### src/per_pkg.sv
// constants shared by the peripheral event router and its prescaler
// assumes a 32-bit apb master and a single peripheral clock
package per_pkg;
	localparam int unsigned NUM_CH      = 4;
	localparam int unsigned SRC_W       = 8;
	localparam int unsigned EXP_W       = 4;
	localparam int unsigned CNT_W       = 15;
	localparam int unsigned ADDR_W      = 8;

	// register byte offsets
	localparam logic [7:0] OFS_SRC0     = 8'h00;
	localparam logic [7:0] OFS_PRESC0   = 8'h10;
	localparam logic [7:0] OFS_DATA     = 8'h20;
	localparam logic [7:0] OFS_STROBE   = 8'h24;
	localparam logic [7:0] OFS_STATUS   = 8'h28;
	localparam logic [7:0] OFS_MODE     = 8'h2c;
	localparam logic [7:0] OFS_STRIDE   = 8'h04;

	// source select codes
	localparam logic [7:0] SRC_NONE     = 8'h00;
	localparam logic [7:0] SRC_GEN_BASE = 8'h01;
	localparam logic [7:0] SRC_PRESC    = 8'h80;

	// field positions in the status word
	localparam int unsigned STAT_SIG_LSB  = 0;
	localparam int unsigned STAT_DATA_LSB = 4;

	// reset values
	localparam logic [7:0] RST_SRC      = 8'h00;
	localparam logic [3:0] RST_EXP      = 4'h0;
	localparam logic [3:0] RST_BITS     = 4'h0;

	// prescaler ratio limits, as exponents of two: 1 .. 32768
	localparam logic [3:0] EXP_MAX      = 4'hf;
endpackage

### src/per_presc_if.sv
// carrier between the router core and one channel prescaler
// assumes both ends share the router clock
`timescale 1ns/1ps
`default_nettype none
interface per_presc_if;
	import per_pkg::*;
	logic [EXP_W-1:0] ratio_exp;
	logic             tick;
	modport core (output ratio_exp, input tick);
	modport div  (input ratio_exp, output tick);
endinterface
`default_nettype wire

### src/per_presc.sv
// one channel's divider of the peripheral clock
// assumes ratio_exp is a four-bit exponent, so it never exceeds 15
`timescale 1ns/1ps
`default_nettype none
module per_presc
(
	input  wire logic clk_in,
	input  wire logic rst_in,
	input  wire logic ce_in,
	per_presc_if.div  pif
);
	import per_pkg::*;

	logic [CNT_W-1:0] cnt_ff;
	logic [CNT_W-1:0] nxt_cnt;
	logic             tick_ff;
	logic             nxt_tick;
	logic [CNT_W-1:0] last;

	always_comb
	begin
		// terminal count is ratio minus one
		last = CNT_W'({CNT_W{1'b1}} >> (EXP_MAX - pif.ratio_exp)); // [RULE4]
		if (pif.ratio_exp == RST_EXP)
		begin
			last = '0;
		end
		// >= so a smaller ratio written mid-count does not wrap the counter
		nxt_tick = (cnt_ff >= last); // [RULE5]
		nxt_cnt  = nxt_tick ? '0 : CNT_W'(cnt_ff + 1'b1);
	end

	always_ff @(posedge clk_in)
	begin
		if (rst_in)
		begin
			cnt_ff  <= '0;
			tick_ff <= 1'b0;
		end
		else if (ce_in)
		begin
			cnt_ff  <= nxt_cnt;
			tick_ff <= nxt_tick;
		end
	end

	assign pif.tick = tick_ff;
endmodule
`default_nettype wire

### src/per_router.sv
// peripheral event router: four channels, apb registers, prescalers
// assumes generator inputs are synchronous one-cycle pulses or levels
`timescale 1ns/1ps
`default_nettype none
// Function
// [RULE1] four channels, each a software-set mux forwarding one source
// [RULE2] generator event reaches channel output within two clock cycles
// [RULE3] routing runs in active and idle sleep alike, no sleep gating
// [RULE4] each channel has its own divider, ratio 1 up to 32768
// [RULE5] each channel can emit periodic events from its own divider
// [RULE6] strobe register write injects software event using held data bits
// [RULE7] software writes data register before strobe register
// [RULE8] data and strobe hold one bit per channel; many bits fire together
// [RULE9] software event lasts one cycle and overrides generator event
// [RULE10] strobe/data pairs encode no event, 01, 02, 03; strobe gives signaling
// [RULE11] signaling output carries only occurrence; data bits carry extra information
// [RULE12] any source reaches any user; plain users see only signaling pulse
// [RULE13] per-channel mode bit tells data-capable users which interpretation
// [RULE14] routed events are one-cycle pulses unless the source holds a level
// [RULE15] source select zero routes no generator, software events still pass
// [RULE16] channel signaling and data outputs are registered for all users
module per_router
#(
	parameter int unsigned NUM_SRC = 16
)
(
	input  wire logic                          clk_in,
	input  wire logic                          rst_in,
	input  wire logic                          ce_in,
	input  wire logic                          psel_in,
	input  wire logic                          penable_in,
	input  wire logic                          pwrite_in,
	input  wire logic [per_pkg::ADDR_W-1:0]    paddr_in,
	input  wire logic [31:0]                   pwdata_in,
	output var  logic [31:0]                   prdata_out,
	output var  logic                          pready_out,
	output var  logic                          pslverr_out,
	input  wire logic [NUM_SRC-1:0]            gen_sig_in,
	input  wire logic [NUM_SRC-1:0]            gen_data_in,
	output var  logic [per_pkg::NUM_CH-1:0]    ch_sig_out,
	output var  logic [2*per_pkg::NUM_CH-1:0]  ch_data_out,
	output var  logic [per_pkg::NUM_CH-1:0]    user_data_mode_out
);
	import per_pkg::*;

	// software-visible state
	logic [SRC_W-1:0]  src_ff     [NUM_CH];
	logic [SRC_W-1:0]  nxt_src    [NUM_CH];
	logic [EXP_W-1:0]  exp_ff     [NUM_CH];
	logic [EXP_W-1:0]  nxt_exp    [NUM_CH];
	logic [NUM_CH-1:0] data_ff;
	logic [NUM_CH-1:0] nxt_data;
	logic [NUM_CH-1:0] mode_ff;
	logic [NUM_CH-1:0] nxt_mode;

	// apb answer
	logic [31:0]       prdata_ff;
	logic [31:0]       nxt_prdata;
	logic              pready_ff;
	logic              nxt_pready;
	logic              pslverr_ff;
	logic              nxt_pslverr;

	// software injection, one cycle wide
	logic              inj_ff;
	logic              nxt_inj;
	logic [NUM_CH-1:0] inj_strb_ff;
	logic [NUM_CH-1:0] nxt_inj_strb;
	logic [NUM_CH-1:0] inj_data_ff;
	logic [NUM_CH-1:0] nxt_inj_data;

	// channel outputs
	logic [NUM_CH-1:0]   sig_ff;
	logic [NUM_CH-1:0]   nxt_sig;
	logic [2*NUM_CH-1:0] dat_ff;
	logic [2*NUM_CH-1:0] nxt_dat;

	// prescaler ticks and bus decode helpers
	logic [NUM_CH-1:0] tick;
	logic              setup;
	logic              access;
	logic              wr;
	logic              mapped;
	logic [31:0]       rd_word;
	logic [EXP_W-1:0]  wexp;

	genvar g;
	generate
		for (g = 0; g < NUM_CH; g++)
		begin : g_div
			per_presc_if pif ();
			assign pif.ratio_exp = exp_ff[g];
			assign tick[g]       = pif.tick;
			per_presc i_per_presc
			(
				.clk_in (clk_in),
				.rst_in (rst_in),
				.ce_in  (ce_in),
				.pif    (pif)
			);
		end
	endgenerate

	// register decode; read data is prepared in the setup cycle
	always_comb
	begin
		setup   = psel_in & ~penable_in;
		access  = psel_in & penable_in & pready_ff;
		wr      = access & pwrite_in;
		mapped  = 1'b0;
		rd_word = '0;
		// per-channel select and ratio words sit at a fixed stride
		for (int i = 0; i < NUM_CH; i++)
		begin
			if (paddr_in == ADDR_W'(OFS_SRC0 + OFS_STRIDE * i))
			begin
				mapped  = 1'b1;
				rd_word = 32'(src_ff[i]);
			end
			if (paddr_in == ADDR_W'(OFS_PRESC0 + OFS_STRIDE * i))
			begin
				mapped  = 1'b1;
				rd_word = 32'(exp_ff[i]);
			end
		end
		// shared registers; anything else stays unmapped and reads zero
		unique case (paddr_in)
			OFS_DATA:
			begin
				mapped  = 1'b1;
				rd_word = 32'(data_ff);
			end
			OFS_STROBE:
			begin
				// write-only trigger, reads zero
				mapped  = 1'b1;
			end
			OFS_STATUS:
			begin
				mapped  = 1'b1;
				rd_word = 32'(sig_ff) << STAT_SIG_LSB;
				rd_word = rd_word | (32'(dat_ff) << STAT_DATA_LSB);
			end
			OFS_MODE:
			begin
				mapped  = 1'b1;
				rd_word = 32'(mode_ff);
			end
			default:
			begin
			end
		endcase
	end

	// apb answer: ready one cycle after setup, so every access takes one wait-free cycle
	always_comb
	begin
		nxt_pready  = setup;
		nxt_prdata  = prdata_ff;
		nxt_pslverr = pslverr_ff;
		if (setup)
		begin
			nxt_prdata  = pwrite_in ? 32'h0000_0000 : rd_word;
			nxt_pslverr = ~mapped;
		end
		else if (access)
		begin
			// error flag drops once its own access completes
			nxt_pslverr = 1'b0;
		end
	end

	// configuration writes
	always_comb
	begin
		nxt_data = data_ff;
		nxt_mode = mode_ff;
		wexp     = pwdata_in[EXP_W-1:0];
		// writes land at the access edge only, never at setup
		for (int i = 0; i < NUM_CH; i++)
		begin
			nxt_src[i] = src_ff[i];
			nxt_exp[i] = exp_ff[i];
			if (wr && paddr_in == ADDR_W'(OFS_SRC0 + OFS_STRIDE * i))
			begin
				nxt_src[i] = pwdata_in[SRC_W-1:0]; // [RULE1]
			end
			if (wr && paddr_in == ADDR_W'(OFS_PRESC0 + OFS_STRIDE * i))
			begin
				nxt_exp[i] = wexp; // [RULE4]
			end
		end
		if (wr && paddr_in == OFS_DATA)
		begin
			nxt_data = pwdata_in[NUM_CH-1:0]; // [RULE8]
		end
		// mode is a plain copy for the users; routing ignores it
		if (wr && paddr_in == OFS_MODE)
		begin
			nxt_mode = pwdata_in[NUM_CH-1:0]; // [RULE13]
		end
	end

	// strobe write fires; data bits as held now, so data must be written first
	always_comb
	begin
		nxt_inj      = wr && (paddr_in == OFS_STROBE); // [RULE6] [RULE7]
		nxt_inj_strb = pwdata_in[NUM_CH-1:0]; // [RULE8]
		nxt_inj_data = data_ff;
		// stale bits are zeroed so nothing fires again next cycle
		if (!nxt_inj)
		begin
			nxt_inj_strb = '0;
			nxt_inj_data = '0;
		end
	end

	// channel muxes; no sleep input exists, so idle sleep keeps routing
	always_comb
	begin
		for (int i = 0; i < NUM_CH; i++)
		begin
			// zero and unknown codes route nothing
			nxt_sig[i]         = 1'b0; // [RULE15] [RULE3]
			nxt_dat[2*i +: 2]  = 2'b00;
			for (int s = 0; s < NUM_SRC; s++)
			begin
				if (src_ff[i] == SRC_W'(SRC_GEN_BASE + s))
				begin
					// pulse or held level passes as the source drives it
					nxt_sig[i]        = gen_sig_in[s]; // [RULE1] [RULE12] [RULE14]
					nxt_dat[2*i +: 2] = {gen_sig_in[s], gen_data_in[s]}; // [RULE11]
				end
			end
			// own tick carries no data bit: a pure signaling event
			if (src_ff[i] == SRC_PRESC)
			begin
				nxt_sig[i]        = tick[i]; // [RULE5]
				nxt_dat[2*i +: 2] = {tick[i], 1'b0};
			end
			// software event wins for its one cycle
			if (inj_ff && (inj_strb_ff[i] || inj_data_ff[i]))
			begin
				nxt_sig[i]        = inj_strb_ff[i]; // [RULE9] [RULE10] [RULE15]
				nxt_dat[2*i +: 2] = {inj_strb_ff[i], inj_data_ff[i]}; // [RULE10]
			end
		end
	end

	always_ff @(posedge clk_in)
	begin
		if (rst_in)
		begin
			for (int i = 0; i < NUM_CH; i++)
			begin
				src_ff[i] <= RST_SRC;
				exp_ff[i] <= RST_EXP;
			end
			data_ff     <= RST_BITS;
			mode_ff     <= RST_BITS;

			prdata_ff   <= '0;
			pready_ff   <= 1'b0;
			pslverr_ff  <= 1'b0;

			inj_ff      <= 1'b0;
			inj_strb_ff <= '0;
			inj_data_ff <= '0;

			sig_ff      <= '0;
			dat_ff      <= '0;
		end
		else if (ce_in)
		begin
			for (int i = 0; i < NUM_CH; i++)
			begin
				src_ff[i] <= nxt_src[i];
				exp_ff[i] <= nxt_exp[i];
			end
			data_ff     <= nxt_data;
			mode_ff     <= nxt_mode;

			prdata_ff   <= nxt_prdata;
			pready_ff   <= nxt_pready;
			pslverr_ff  <= nxt_pslverr;

			inj_ff      <= nxt_inj; // [RULE9]
			inj_strb_ff <= nxt_inj_strb;
			inj_data_ff <= nxt_inj_data;

			// one register stage so all users see the event together
			sig_ff      <= nxt_sig; // [RULE16] [RULE2]
			dat_ff      <= nxt_dat; // [RULE16]
		end
	end

	assign prdata_out         = prdata_ff;
	assign pready_out         = pready_ff;
	assign pslverr_out        = pslverr_ff;
	assign ch_sig_out         = sig_ff;
	assign ch_data_out        = dat_ff;
	assign user_data_mode_out = mode_ff; // [RULE13]
endmodule
`default_nettype wire

### config.mk
export PLATFORM = sky130hd
export DESIGN_NAME = per_router
export DESIGN_NICKNAME = d
export VERILOG_FILES = /design/src/per_pkg.sv /design/src/per_presc_if.sv /design/src/per_presc.sv /design/src/per_router.sv
export SDC_FILE = /design/constraint.sdc
export NUM_CORES = 1
export LEC_CHECK = 0
export BUFFER_PORTS_ARGS = -buffer_cell sky130_fd_sc_hd__buf_2
export CORE_UTILIZATION = 50
export DETAILED_ROUTE_END_ITERATION = 12
export GPL_TIMING_DRIVEN = 0
export PLACE_DENSITY = 0.8
export SYNTH_ARGS = -nofsm -noshare
export SYNTH_HDL_FRONTEND = slang
export SYNTH_SLANG_ARGS = --single-unit
### constraint.sdc
create_clock -name clk_in -period 3.2 [get_ports clk_in]
set_input_delay 0.48 -clock clk_in [delete_from_list [all_inputs] [get_ports clk_in]]
set_output_delay 0.48 -clock clk_in [all_outputs]
set_load 0.03 [all_outputs]
==> metrics.cfg <==
[critical_path]
critPathKind = register to register
path_max_fanout = 10
endpoint_kind = register
arrival_ns = 3.26
start_kind = register
cp.required_ns = 3.49

[finish]
drive_gt1_frac = 0.146
diodes = 0
fill_cells = 1755
layout.nets = 1402
fin_cells = 1538
final_common_cell = dfxtp_1
area_delta_synth_final_pct = 14.3
fin_util = 0.583
design_area_um2 = 11300
final_cell_mix = dfxtp_1, nor2_1, nand2_1, buf_2, nor3_1

[synthesis]
synth_fa_ha_area_frac = 0.0807
synthCells = 1140
yosys_warnings = 0
ys_types = 64
synth.area.top_cells = dfxtp_1, edfxtp_1, ha_1, nor3_1, a21oi_1
synth_compound_gate_area_share = 0.164
synth_top_family_by_area = simple AND/OR/NAND/NOR gates
synth_flop_cell = dfxtp_1
synth_mux_area_frac = 0.0689
ys_seq_elements = 151
synthArstFlopShare = 0
synth_edf_count = 48
synthSimpleGateAreaFrac = 0.238
syn-cell-area_um2 = 9930
synth_top_area_frac = 0.208
synth_xor_area_frac = 0.0441
yosysSeqAreaShare = 0.353
syn_avg_cell_area_um2 = 8.71
synth_top_area_cell = dfxtp_1

[sta]
fin_skew_ns = 0.00948
hold_violations = 0
maxSlewViolCount = 0
layout_setup_ws_ns = 0.225
relSlewSlack = 0.309
rsz0062_at_grt = no
post-route-period-util = 0.930
finalSetupTns_ns = 0
finalSetupViolCount = 0
tightest_slew_ns = 1.03
period_needed_ns = 2.97
max_freq_mhz = 336

[floorplanning]
start_util = 0.510
die_area_um2 = 20400
die_height_um = 143
die_w_um = 143
fp-row-count = 51
io_pins = 128
core_um2 = 19500

[power_and_ir_drop]
peakVddDrop_mv = 0.356
power.leakage_uw = 0.00451
power_density_nw_per_um2 = 427

[clock_tree]
cts_tree = built
htree_levels = 4
post_cts_buffers = 0
clkLatencyLatePin_ns = 0.43
cts_sinks = 151
clockBufferDepth = 2
hold_buffers = 0
numCtsBuffers = 17
cts_root_buffer = clkbuf_16
clk_pin_slew_ns = 0.07

[routing]
drc_errors = 2
post_drt_via_cell_ratio = 6.17
avgRoutedWirePerCell_um = 19.9
dr.pass1.iters = 10
ant_nets = 0
num_vias = 9487
drt_iter0_drc = 1026
totalWireLength_um = 30600

[grt]
grt-ovfl-total = 0
antenna_found_initial = 0
grt_max_degree = 17
grt_pass1_vias = 8725
grt_pass1_wl_um = 47100
grt.total_usage = 0.304

[placed_design]
gp_congestion = 0.988
placed_cells = 1506
port_buffers = 81
dp_worst_setup_slack_ns = 0.0180
place_hpwl_um = 23100
placed_area_um2 = 10700

[status]
failed_checks = DRC
status = finished, violations left

[min_path]
hp-class = primary input to register

[job]
maxCapViolCount = 0

final cells by class:
type | count | area, um^2 | share of cell area
Inverter | 21 | 78.8 | 0.00695
Tap cell | 265 | 332 | 0.0292
Clock inverter | 14 | 150 | 0.0132
Multi-Input combinational cell | 897 | 6010 | 0.530
Sequential cell | 151 | 3500 | 0.309
Buffer | 90 | 433 | 0.0382
Timing Repair Buffer | 82 | 410 | 0.0362
Clock buffer | 18 | 429 | 0.0378
routing by layer:
metal | GRT usage | share of wire | up-vias | wire (um)
li1 | - | - | 4465 | -
met1 | 0.402 | 0.42 | 4438 | 12900
met2 | 0.468 | 0.45 | 508 | 13900
met3 | 0.0681 | 0.091 | 76 | 2800
met4 | 0.151 | 0.035 | 0 | 1080
met5 | 0 | 0 | - | 0
flip-flops by register name, summed over array words and instances (netlist names), 12 cells and up:
signal / flops
prdata_out: 12
g_div.i_per_presc.cnt_ff: 60
exp_ff: 16
src_ff: 32
power breakdown:
part           internal, uW  total [uW]  switching [uW]
Clock                  1110        2000             893
Combinational           263         731             468
Sequential             2040        2120            78.8
Total                  3410        4850            1440
cell usage after synthesis (all sizes together) (14+ instances only):
cell    number
nor2b       20
o22ai       17
xor2        32
a21oi       67
dfxtp      103
edfxtp      48
buf         33
a22oi       20
nand2b      17
xnor2       18
inv         21
o21ai       49
and3        36
or2         14
clkbuf      57
nand3       53
mux2        15
nand2       82
nor2        89
nor3        69
ha          64
mux2i       29
nand4       31
final timing paths:
check                                   start                              to  slack, ns  cells after the start
worst min register to register  prdata_out[5]                   prdata_out[5]       0.48                      2
worst min-delay path             pwdata_in[0]                      data_ff[0]       0.36                      3
worst max-delay path             exp_ff[0][3]  g_div[0].i_per_presc.cnt_ff[5]       0.23                     10
worst max register to register   exp_ff[0][3]  g_div[0].i_per_presc.cnt_ff[5]       0.23                     10
stage by stage:
| step | hold slack, ns | total power [uW] |
|---|---|---|
| global route | 0.365 | 5010 |
| floorplan | 0.460 | 2620 |
| finish | 0.357 | 4850 |
| detailed placement | 0.473 | 2860 |
| CTS | 0.342 | 4840 |
| global placement | 0.468 | 2850 |
kinds of logic after synthesis:
group                    after synthesis
XOR/XNOR                              50
buffers and inverters                111
AO/OA/AOI/OAI                        250
flip-flops                           151
AND/OR/NAND/NOR                      459
multiplexers                          54
adder cells (fa/ha/maj)               64
other                                  1
critical path, cell delays in order, from the launching register on:
cell	delay, ns
edfxtp_1	0.48
clkbuf_1	0.34
o21ai_0	0.17
ha_1	0.32
a21o_1	0.13
a21o_1	0.12
a21oi_1	0.07
or2_2	0.30
a31oi_2	0.38
clkbuf_1	0.42
nor3_1	0.10
timing repair:
action | in CTS | in global routing
resized for setup | 1 | 6
cloned | 0 | 0
endpoints found under the setup margin | 2 | 30
Note: power is estimated with default switching activity, not from simulation.
